==> src/rtl/pfc_regs.vh <==
// pfc_regs.vh - bus cycle constants for the parallel flash host controller
// assumes sys_clk at 250 MHz (4 ns period); included by bare name
`ifndef PFC_REGS_VH
`define PFC_REGS_VH

`define PFC_CLK_PERIOD_NS 4
// address setup before strobe, strobe width, data hold after strobe (ns)
`define PFC_T_SETUP_NS 10
`define PFC_T_STROBE_NS 70
`define PFC_T_HOLD_NS 20
// hardware reset low time and recovery before first access (ns)
`define PFC_T_RST_NS 500
`define PFC_T_RH_NS 200
// least times round up to whole cycles
`define PFC_CYC(ns) (((ns) + `PFC_CLK_PERIOD_NS - 1) / `PFC_CLK_PERIOD_NS)
`define PFC_SETUP_CYC `PFC_CYC(`PFC_T_SETUP_NS)
`define PFC_STROBE_CYC `PFC_CYC(`PFC_T_STROBE_NS)
`define PFC_HOLD_CYC `PFC_CYC(`PFC_T_HOLD_NS)
`define PFC_RST_CYC `PFC_CYC(`PFC_T_RST_NS)
`define PFC_RH_CYC `PFC_CYC(`PFC_T_RH_NS)
// protect cycle address pattern: bit 6 selects unprotect, low bits 3..0 = 4'b0010
`define PFC_PROT_A6 6
`define PFC_PROT_LOW 4'h2
// sector address lowest bit
`define PFC_SECT_LSB 12

`endif

==> src/rtl/pfc_timer.v <==
// pfc_timer.v - down counter for bus cycle phases
// assumes one clock; load pulses one cycle, done is a one-cycle pulse
`timescale 1ns/1ps
module pfc_timer #(
    parameter W = 8
) (
    // clock and reset
    input wire sys_clk,
    input wire arst_n,
    // control
    input wire load,
    input wire [W-1:0] count,
    output reg done
);
    reg [W-1:0] cnt_r;
    reg busy_r;

    // counts load value cycles then pulses done once
    always @(posedge sys_clk or negedge arst_n) begin
        if (!arst_n) begin
            cnt_r <= {W{1'b0}};
            busy_r <= 1'b0;
            done <= 1'b0;
        end else begin
            done <= 1'b0;
            if (load) begin
                cnt_r <= count;
                busy_r <= 1'b1;
            end else if (busy_r) begin
                if (cnt_r <= {{(W-1){1'b0}}, 1'b1}) begin
                    busy_r <= 1'b0;
                    done <= 1'b1;
                end else begin
                    cnt_r <= cnt_r - {{(W-1){1'b0}}, 1'b1};
                end
            end
        end
    end
endmodule

==> src/rtl/pfc_host.v <==
// pfc_host.v - host controller driving a clockless parallel nor flash by its pins
// assumes flash pins are synchronous to sys_clk and the board resolves the data bus
//
// Functional notes
// read: select, gate low, strobe high
// write: select, strobe low, gate high
// command register latched by device only
// device floats data while gate high
// reset low aborts and floats device
// width high: sixteen data pins used
// width low: top pin is byte address
// address span depends on width mode
// device reads array after reset
// array read until command changes it
// bypass program takes two writes
// width select sets program data size
// erase targets sector bits above twelve
// identification codes on low eight pins
// protect: elevated reset, wp high, pattern
// unprotect: same, address bit six high
// wp low keeps outer sector protected
// wp high follows last protect operation
// wp pulled up inside device
// deselected device floats and ignores strobes
`timescale 1ns/1ps
`include "pfc_regs.vh"
module pfc_host #(
    parameter AW = 20,
    parameter RST_CYC = `PFC_RST_CYC
) (
    // clock and reset
    input wire sys_clk,
    input wire arst_n,
    // user request
    input wire req_valid,
    input wire [2:0] req_op,
    input wire [AW-1:0] req_addr,
    input wire [15:0] req_wdata,
    input wire req_byte,
    input wire req_wp,
    output reg req_ready,
    output reg rsp_valid,
    output reg [15:0] rsp_rdata,
    // flash pins
    output reg [AW-1:0] fl_addr,
    output reg [15:0] fl_dq_o,
    output reg [15:0] fl_dq_oe,
    input wire [15:0] fl_dq_i,
    output reg fl_ce_n,
    output reg fl_oe_n,
    output reg fl_we_n,
    output reg fl_rst_n,
    output reg fl_rst_hv,
    output reg fl_byte_n,
    output reg fl_wp_n
);
    // user operations
    localparam OP_READ = 3'h0;
    localparam OP_WRITE = 3'h1;
    localparam OP_RESET = 3'h2;
    localparam OP_PROT = 3'h3;
    localparam OP_UNPROT = 3'h4;
    // one-hot states
    localparam S_IDLE = 6'h01;
    localparam S_SETUP = 6'h02;
    localparam S_STROBE = 6'h04;
    localparam S_HOLD = 6'h08;
    localparam S_RST = 6'h10;
    localparam S_RH = 6'h20;
    // phase loads; counts are small, so the cut to the timer width drops only zeros
    localparam [31:0] SETUP_LD = `PFC_SETUP_CYC;
    localparam [31:0] STROBE_LD = `PFC_STROBE_CYC;
    localparam [31:0] HOLD_LD = `PFC_HOLD_CYC;
    localparam [31:0] RH_LD = `PFC_RH_CYC;
    localparam [31:0] RST_LD = RST_CYC;

    // sequencer state and timer handshake
    reg [5:0] state_r;
    reg [2:0] op_r;
    reg tload;
    reg [15:0] tcount;
    wire tdone;

    // one timer serves every phase, loaded one cycle after the state moves
    pfc_timer #(.W(16)) u_timer (
        .sys_clk(sys_clk),
        .arst_n(arst_n),
        .load(tload),
        .count(tcount),
        .done(tdone)
    );

    // latched op: anything but a read or a reset strobes the write line
    wire is_wr = (op_r != OP_READ);
    // codes above unprotect are not ours; they must never reach the pins as a write
    wire op_known = (req_op <= OP_UNPROT);
    // both protect kinds share the elevated reset cycle
    wire is_prot = (req_op == OP_PROT) || (req_op == OP_UNPROT);
    // protect pattern: bit 6 chooses unprotect, bits 3..0 fixed
    wire [AW-1:0] prot_addr = {req_addr[AW-1:`PFC_SECT_LSB], {(`PFC_SECT_LSB-7){1'b0}},
        (req_op == OP_UNPROT), 2'b00, `PFC_PROT_LOW};

    // sequencer; outputs all registered
    always @(posedge sys_clk or negedge arst_n) begin
        if (!arst_n) begin
            state_r <= S_IDLE;
            op_r <= OP_READ;
            tload <= 1'b0;
            tcount <= 16'h0000;
            req_ready <= 1'b1;
            rsp_valid <= 1'b0;
            rsp_rdata <= 16'h0000;
            fl_addr <= {AW{1'b0}};
            fl_dq_o <= 16'h0000;
            fl_dq_oe <= 16'h0000;
            fl_ce_n <= 1'b1;
            fl_oe_n <= 1'b1;
            fl_we_n <= 1'b1;
            fl_rst_n <= 1'b1;
            fl_rst_hv <= 1'b0;
            fl_byte_n <= 1'b1;
            fl_wp_n <= 1'b1;
        end else begin
            tload <= 1'b0;
            rsp_valid <= 1'b0;
            case (state_r)
                S_IDLE: begin
                    // unknown code: answer at once and stay idle, no bus cycle
                    if (req_valid && req_ready && !op_known) begin
                        rsp_valid <= 1'b1;
                    end else if (req_valid && req_ready) begin
                        req_ready <= 1'b0;
                        op_r <= req_op;
                        fl_byte_n <= ~req_byte;
                        fl_wp_n <= ~req_wp;
                        tload <= 1'b1;
                        if (req_op == OP_RESET) begin
                            fl_rst_n <= 1'b0;
                            tcount <= RST_LD[15:0];
                            state_r <= S_RST;
                        end else begin
                            // byte mode: address bit 0 rides on top data pin
                            fl_addr <= is_prot ? prot_addr :
                                (req_byte ? (req_addr >> 1) : req_addr);
                            if (is_prot) begin
                                fl_rst_hv <= 1'b1;
                                fl_wp_n <= 1'b1;
                            end
                            fl_ce_n <= 1'b0;
                            tcount <= SETUP_LD[15:0];
                            state_r <= S_SETUP;
                            if (req_op == OP_READ) begin
                                // top pin drives byte lsb, rest floats so device can drive
                                fl_dq_oe <= req_byte ? 16'h8000 : 16'h0000;
                                fl_dq_o <= {req_addr[0], 15'h0000};
                            end else begin
                                fl_dq_oe <= req_byte ? 16'h80FF : 16'hFFFF;
                                fl_dq_o <= req_byte ? {req_addr[0], 7'h00, req_wdata[7:0]} : req_wdata;
                            end
                        end
                    end
                end
                // address and select settle before any strobe
                S_SETUP: begin
                    if (tdone) begin
                        // gate and strobe never low together
                        if (is_wr)
                            fl_we_n <= 1'b0;
                        else
                            fl_oe_n <= 1'b0;
                        tload <= 1'b1;
                        tcount <= STROBE_LD[15:0];
                        state_r <= S_STROBE;
                    end
                end
                // read data is taken on the last strobe cycle, before the gate rises
                S_STROBE: begin
                    if (tdone) begin
                        if (!is_wr)
                            rsp_rdata <= fl_byte_n ? fl_dq_i : {8'h00, fl_dq_i[7:0]};
                        fl_we_n <= 1'b1;
                        fl_oe_n <= 1'b1;
                        tload <= 1'b1;
                        tcount <= HOLD_LD[15:0];
                        state_r <= S_HOLD;
                    end
                end
                // data and address held past the strobe, then the bus is released
                S_HOLD: begin
                    if (tdone) begin
                        fl_ce_n <= 1'b1;
                        fl_dq_oe <= 16'h0000;
                        fl_rst_hv <= 1'b0;
                        rsp_valid <= 1'b1;
                        req_ready <= 1'b1;
                        state_r <= S_IDLE;
                    end
                end
                // reset pin held low for the whole pulse
                S_RST: begin
                    if (tdone) begin
                        fl_rst_n <= 1'b1;
                        tload <= 1'b1;
                        tcount <= RH_LD[15:0];
                        state_r <= S_RH;
                    end
                end
                // recovery: no select until the flash can answer again
                S_RH: begin
                    if (tdone) begin
                        rsp_valid <= 1'b1;
                        req_ready <= 1'b1;
                        state_r <= S_IDLE;
                    end
                end
                default: begin
                    state_r <= S_IDLE;
                end
            endcase
        end
    end
endmodule

==> config.mk <==
export PLATFORM = sky130hd
export DESIGN_NAME = pfc_host
export DESIGN_NICKNAME = d
export VERILOG_FILES = /design/src/rtl/pfc_timer.v /design/src/rtl/pfc_host.v
export VERILOG_INCLUDE_DIRS = /design/src /design/src/rtl
export SDC_FILE = /design/constraint.sdc
export NUM_CORES = 1
export LEC_CHECK = 0
export ABC_AREA = 1
export BUFFER_PORTS_ARGS = -buffer_cell sky130_fd_sc_hd__buf_4
export CORE_MARGIN = 1
export CORE_UTILIZATION = 48
export DETAILED_ROUTE_END_ITERATION = 10
export GPL_TIMING_DRIVEN = 0
export PLACE_DENSITY = 0.83
export SLEW_MARGIN = 10
export SYNTH_ARGS = -nofsm -noshare
export SYNTH_HDL_FRONTEND = slang
export SYNTH_SLANG_ARGS = --single-unit
==> constraint.sdc <==
create_clock -name sys_clk -period 1.88 [get_ports sys_clk]
set_input_delay 0.188 -clock sys_clk [delete_from_list [all_inputs] [get_ports sys_clk]]
set_output_delay 0.188 -clock sys_clk [all_outputs]
set_load 0.005 [all_outputs]
==> flow_summary.json, run 1 <==
{
  "cts_tree": "yes",
  "overflow": 0,
  "crit_path_max_incr_delay_ns": 0.46,
  "yosysSeqAreaShare_pct": 49.5,
  "synth-xor-area-share_pct": 0.352,
  "grt_pass1_vias": 4554,
  "p_comb_share_pct": 43.0,
  "finalNetCount": 858,
  "final_cell_mix": "261 x nand2_1, 150 x buf_4, 89 x dfrtp_1, 62 x o21ai_0, 47 x nand3_1",
  "avgSynthCellArea_um2": 7.68,
  "antenna_found_initial": 0,
  "die_area_mm2": 0.0108,
  "drc": 0,
  "grt_pass1_wl_um": 20800,
  "report.final.slew_viol_count": 0,
  "crit_path_cell_trace": "inv_1 -> ha_2 -> o21ai_0 -> nor2_1 -> nand3_1 -> nand2_1 -> buf_4 -> buf_6 -> nand2_1 -> o21ai_0",
  "synthSimpleGateAreaFrac_pct": 30.9,
  "core_mm2": 0.00991,
  "tightest_slew_ns": 0.877,
  "mappedNetlistNets": 710,
  "mostFrequentLayoutCell": "nand2_1",
  "wl_um": 12500,
  "antenna_left": 0,
  "grt_setup_unrepaired": "false",
  "synth_top_family_by_area": "simple AND/OR/NAND/NOR gates",
  "cap_violations": 0,
  "final_min_period_over_clock_period_pct": 90.6,
  "syn_area_mm2": 0.00498,
  "yosysWarnings": 0,
  "hold_path_class": "in -> reg",
  "place_area_mm2": 0.00616,
  "drive_above_1_share_pct": 27.1,
  "cts_buffer_depth": 2,
  "synth_fa_ha_area_share_pct": 0.503,
  "cts_root_buffer": "clkbuf_8",
  "ios": 137,
  "postSynthCellCount": 648,
  "intPower_mw": 5.46,
  "routed-via-count": 4695,
  "dieWidth_um": 104,
  "worstSetupStartpointType": "register",
  "cts-htree-levels": 3,
  "cp.arrival_ns": 1.97,
  "finalCriticalPeriod_ns": 1.70,
  "power_frac_seq_pct": 39.4,
  "yosys.area.top_type": "dfrtp_1",
  "num_rows": 36,
  "max_freq_mhz": 587,
  "hpwl_um": 9280,
  "final_area_mm2": 0.00641,
  "drt_first_pass_iters": 5,
  "critical_path.top_delay_family": "flip-flops",
  "tns_ns": 0,
  "areaGrowthSynthToFinish_pct": 28.7,
  "fin_worst_skew_ns": 0.0151,
  "synthMuxAreaShare_pct": 0.201,
  "cts_setup_buffers": 0,
  "swShare_pct": 37.7,
  "irDropWorstVdd_mv": 0.784,
  "slew_headroom_pct": 41.5,
  "crit_slowest_cell": "dfrtp_2",
  "critPathBufInv": 3,
  "finalHoldViolations": 0,
  "fp.dieH_um": 104,
  "power_switching_mw": 3.31,
  "clk_pin_slew_ns": 0.10,
  "synth_top_area_share_pct": 45.2,
  "endpoint_kind": "register",
  "grt_usage_pct": 23.9,
  "grt_max_degree": 99,
  "fillCellCount": 856,
  "crit_required_ns": 2.15,
  "synth-compound-area-share_pct": 10.5,
  "viasPerCell": 5.03,
  "cts_sinks": 98,
  "port_buffers": 136,
  "floorplan.initialDensity_pct": 50.2,
  "drt_iter0_drc": 208,
  "power_leakage_nw": 3.43,
  "cp_max_fo": 10,
  "synthTopCellsByArea": "dfrtp_1 45%, nand2_1 20%, o21ai_0 6.2%",
  "status": "completed",
  "power_density_mw_per_mm2": 1370,
  "pwr-share-clk_pct": 17.6,
  "finalSetupViolations": 0,
  "synth_cell_types": 36,
  "wl_per_cell_um": 13.4,
  "cts_buffers": 9,
  "gp_congestion": 0.864,
  "diodes": 0,
  "clk_latency_ns": 0.36,
  "criticalPathCategory": "reg -> reg",
  "ys_ff_latch": 98
}
==> through the flow <==
step | power, mW | setup slack [ns] | util (%) | instances | hold WS, ns
after floorplan | 5.59 | 0.351 | - | 648 | -0.108
after global placement | 7.09 | 0.181 | 62.2 | 917 | 0.416
after detailed placement | 7.22 | 0.126 | 62.2 | 917 | 0.424
after CTS | 8.80 | 0.0863 | 64.5 | 933 | 0.0390
after global routing | 9.46 | 0.0179 | 64.7 | 934 | 0.0441
final | 8.76 | 0.177 | 64.7 | 934 | 0.0555
==> per-layer routing <==
metal | part of all wire (%) | routed length, um | GRT usage [%] | vias to the layer above
met2 | 51 | 6440 | 43.5 | 142
met5 | 0 | 0 | 0 | -
met4 | 1.6 | 206 | 7.76 | 0
met1 | 40 | 4970 | 26.0 | 2187
li1 | - | - | - | 2345
met3 | 7.2 | 901 | 7.74 | 21
==> cell type report <==
type / count / area, um2 / area share (%)
plain buffers: 33 / 214 / 3.34
clock buffers: 10 / 138 / 2.15
clock inverters: 6 / 87.6 / 1.37
inverters: 50 / 188 / 2.93
multi-input cells: 467 / 2120 / 33.0
flip-flops and latches: 98 / 2460 / 38.4
well taps: 133 / 166 / 2.60
repair buffers: 137 / 1030 / 16.1
==> registers in the layout (all words and copies together) (netlist names), 3 cells and up <==
| register | flops |
|---|---|
| fl_dq_oe | 3 |
| rsp_rdata | 16 |
| op_r | 3 |
| fl_addr | 20 |
| state_r | 6 |
| fl_dq_o | 16 |
| tcount | 6 |
| u_timer.cnt_r | 16 |
==> cells in the mapped netlist (all sizes together) <==
cell type and n:
nand4 4, xor2 1, or2 1, o31ai 1, and3 1, dfrtp 90
clkinv 2, clkbuf 4, o211ai 11, nand3 50, ha 2, o21bai 2
xnor2 1, a211oi 1, buf 29, a21oi 3, inv 48, nand2 266
mux2i 1, a21o 1, a21boi 1, nor3 1, dfstp 8, nor2 46
o21ai 73
==> repair_timing <==
item,4_1_cts,5_1_grt
hold endpoints to repair,0,90
endpoints found under the setup margin,0,11
resized for setup,0,2
hold buffers,0,1
==> power groups by stage <==
stage / clock [mW] / sequential, mW / combinational [mW]
2_1_floorplan: 0 / 3.39 / 2.20
3_3_place_gp: 0 / 3.43 / 3.66
3_5_place_dp: 0 / 3.46 / 3.76
4_1_cts: 1.57 / 3.44 / 3.79
5_1_grt: 1.66 / 3.55 / 4.25
6_report: 1.55 / 3.45 / 3.77
==> worst register-to-register path, delay by kind of cell (launching register included) <==
family	cells	cell delay, ns
simple gates	4	0.31
flops	1	0.46
buf+inv	3	0.41
fa+ha+maj	1	0.25
compound gates	2	0.17
==> logic make-up (layout without fill, tap and decap cells) <==
family                   after synthesis  count (layout)
AO/OA/AOI/OAI                         93              93
XOR/XNOR                               2               2
adder cells (fa/ha/maj)                2               2
buffers and inverters                 83             236
flip-flops                            98              98
multiplexers                           1               1
AND/OR/NAND/NOR                      369             369
==> worst paths after layout <==
| check | from | end | slack (ns) | cells after the start |
|---|---|---|---|---|
| worst min register to register | fl_ce_n | fl_ce_n | 0.47 | 2 |
| max in group asynchronous | arst_n | u_timer.cnt_r[0] | 0.78 | 2 |
| worst max register to register | u_timer.cnt_r[0] | u_timer.cnt_r[14] | 0.18 | 10 |
| worst min-delay path | fl_dq_i[4] | rsp_rdata[4] | 0.06 | 3 |
| min in group asynchronous | arst_n | u_timer.cnt_r[9] | 0.47 | 2 |
| worst max-delay path | u_timer.cnt_r[0] | u_timer.cnt_r[14] | 0.18 | 10 |
(Power assumes the default switching activity.)
==> run 2, diff against run 1 <==
Settings changed: ABC_AREA 1 to unset, CAP_MARGIN set to 0, PLACE_DENSITY 0.83 to 0.84, SKIP_CTS_REPAIR_TIMING set to 1.
==> flow_summary.json, run 2 <==
{
  "diodes": 0,
  "finalHoldViolations": 0,
  "place_ws_ns": -0.211,
  "grt_pass1_wl_um": 19700,
  "num_rows": 36,
  "grt_setup_unrepaired": "true",
  "postSynthCellCount": 477,
  "place_area_mm2": 0.00602,
  "routed-via-count": 4513,
  "cp.arrival_ns": 2.23,
  "overflow": 0,
  "cap_violations": 0,
  "top_register": "fl_addr",
  "max_freq_mhz": 507,
  "fin_hold_ws_ns": 0.0345,
  "failed_checks": "negative setup slack",
  "finalSetupViolations": 14,
  "antenna_left": 0,
  "final_area_mm2": 0.00669,
  "mostFrequentLayoutCell": "buf_4",
  "largest_reg_flops": 20,
  "drt_first_pass_iters": 5,
  "power_leakage_nw": 3.10,
  "yosys.area.top_type": "dfrtp_1",
  "async_flop_share_pct": 100,
  "fin_ws_ns": -0.0916,
  "cts_buffer_depth": 2,
  "wl_per_cell_um": 17.8,
  "synth_top_area_share_pct": 46.6,
  "endpoint_kind": "register",
  "synthTopCellsByCount": "90 x dfrtp_1, 71 x o21ai_0, 42 x nand2_1",
  "synth_most_common_cell": "dfrtp_1",
  "ys_ff_latch": 98,
  "final_min_period_over_clock_period_pct": 105,
  "cp_max_fo": 4,
  "slew_headroom_pct": 38.2,
  "yosysSeqAreaShare_pct": 51.0,
  "hpwl_um": 8940,
  "die_area_mm2": 0.0105,
  "worstSetupStartpointType": "register",
  "reg2reg_from": "u_timer.cnt_r[1]",
  "hold_path_class": "in -> reg",
  "status": "complete, but fails checks",
  "core_mm2": 0.00977,
  "crit_required_ns": 2.14,
  "finalNetCount": 703,
  "cts-htree-levels": 3,
  "finalCriticalPeriod_ns": 1.97,
  "criticalPathCategory": "reg -> reg",
  "tightest_slew_ns": 0.928,
  "synth_edf_count": 0,
  "antenna_found_initial": 0,
  "yosysWarnings": 0,
  "report.final.slew_viol_count": 0,
  "areaGrowthSynthToFinish_pct": 38.4,
  "power_density_mw_per_mm2": 1340,
  "post-route-util_pct": 68.4,
  "final_cell_mix": "162 x buf_4, 88 x dfrtp_1, 61 x o21ai_0, 42 x nand2_1, 21 x nor2_1",
  "setup.worst_path.start": "u_timer.cnt_r[1]",
  "avgSynthCellArea_um2": 10.1,
  "cts_buffers": 9,
  "fp.dieH_um": 102,
  "ios": 137,
  "cts_sinks": 98,
  "floorplan.initialDensity_pct": 49.4,
  "grt_max_degree": 99,
  "irDropWorstVdd_mv": 0.755,
  "drc": 0,
  "crit_slowest_cell": "dfrtp_1",
  "mappedNetlistNets": 539,
  "critPathBufInv": 1,
  "wl_um": 13800,
  "drive_above_1_share_pct": 41.2,
  "clk_pin_slew_ns": 0.10,
  "crit_path_max_incr_delay_ns": 0.43,
  "clk_latency_ns": 0.38,
  "cts_tree": "yes",
  "viasPerCell": 5.80,
  "synthFlopType": "dfrtp_1",
  "crit_path_cell_trace": "buf_6 -> nor4_4 -> nand4_1 -> nor4b_2 -> mux2_2",
  "syn_area_mm2": 0.00483,
  "gp_congestion": 0.858,
  "critical_path.top_delay_family": "simple AND/OR/NAND/NOR gates",
  "synth_cell_types": 61,
  "synthTopCellsByArea": "dfrtp_1 47%, o21ai_0 7.4%, dfstp_2 4.4%",
  "grt_usage_pct": 24.5,
  "port_buffers": 133,
  "dieWidth_um": 102,
  "tns_ns": -0.562,
  "fin_worst_skew_ns": 0.0117,
  "grt_pass1_vias": 4133,
  "cts_root_buffer": "clkbuf_8",
  "min_from": "fl_dq_i[6]",
  "drt_iter0_drc": 333
}
## run 2: cell types whose count changed in the layout (fill, tap and decap cells not counted), moves of 12 or more
cell / change
mux2i_1: +18
nand2_1: -219
mux2_2: +12
nor2_1: -17
inv_1: -34
nand3_1: -31
buf_4: +12
nor2b_1: +12
a21oi_1: +13
## run 2: worst register-to-register path: cells and delay by family, from the launching register on
family	cells	cell delay [ns]
muxes	1	0.37
and+or+nand+nor	3	0.92
buffers and inverters	1	0.14
DFF	1	0.43
## run 2: final timing paths
path | to | slack (ns) | cells after the start
max in group asynchronous | fl_dq_o[0] | 0.77 | 2
min in group asynchronous | u_timer.cnt_r[14] | 0.45 | 2
min reg2reg | fl_wp_n | 0.47 | 2
max | u_timer.cnt_r[13] | -0.09 | 5
max reg2reg | u_timer.cnt_r[13] | -0.09 | 5
min | rsp_rdata[6] | 0.03 | 2
## run 2: final cells by class
| cell class | count | area, um2 |
|---|---|---|
| sequential | 98 | 2460 |
| timing repair buffer | 156 | 1230 |
| multi-input combinational | 321 | 2320 |
| inverter | 10 | 37.5 |
| clock inverter | 4 | 51.3 |
| clock buffer | 11 | 131 |
| fill | 685 | 3090 |
| buffer | 45 | 294 |
| tap | 133 | 166 |
## run 2: power breakdown
part	switching (mW)	total (mW)	leakage, nW	internal [mW]
Sequential	0.679	3.57	1.19	2.90
Combinational	1.85	4.04	1.83	2.20
Clock	0.744	1.36	0.0898	0.612
## run 2: cells by family (layout without fill, tap and decap cells)
family / Yosys count / count (layout) / synth area share (%)
flip-flops: 98 / 98 / 51.0
XOR/XNOR: 4 / 4 / 0.725
AND/OR/NAND/NOR: 134 / 134 / 14.9
AO/OA/AOI/OAI: 148 / 148 / 19.5
adder cells (fa/ha/maj): 2 / 2 / 0.518
multiplexers: 33 / 33 / 7.20
buffers and inverters: 58 / 226 / 6.21
## run 2: per-stage QoR
stage          instances  total power [mW]
2_1_floorplan        477              5.24
3_3_place_gp         743              6.68
3_5_place_dp         743              6.86
4_1_cts              758              8.21
5_1_grt              778              9.48
6_report             778              8.97
## run 2: metal layers
metal	track usage, %	share of wire, %	vias to the layer above	wire length [um]
li1	-	-	2051	-
met1	31.5	40	2213	5490
met2	39.6	49	216	6850
met3	6.84	8.7	33	1200
met4	8.79	2.2	0	300
met5	0	0	-	0
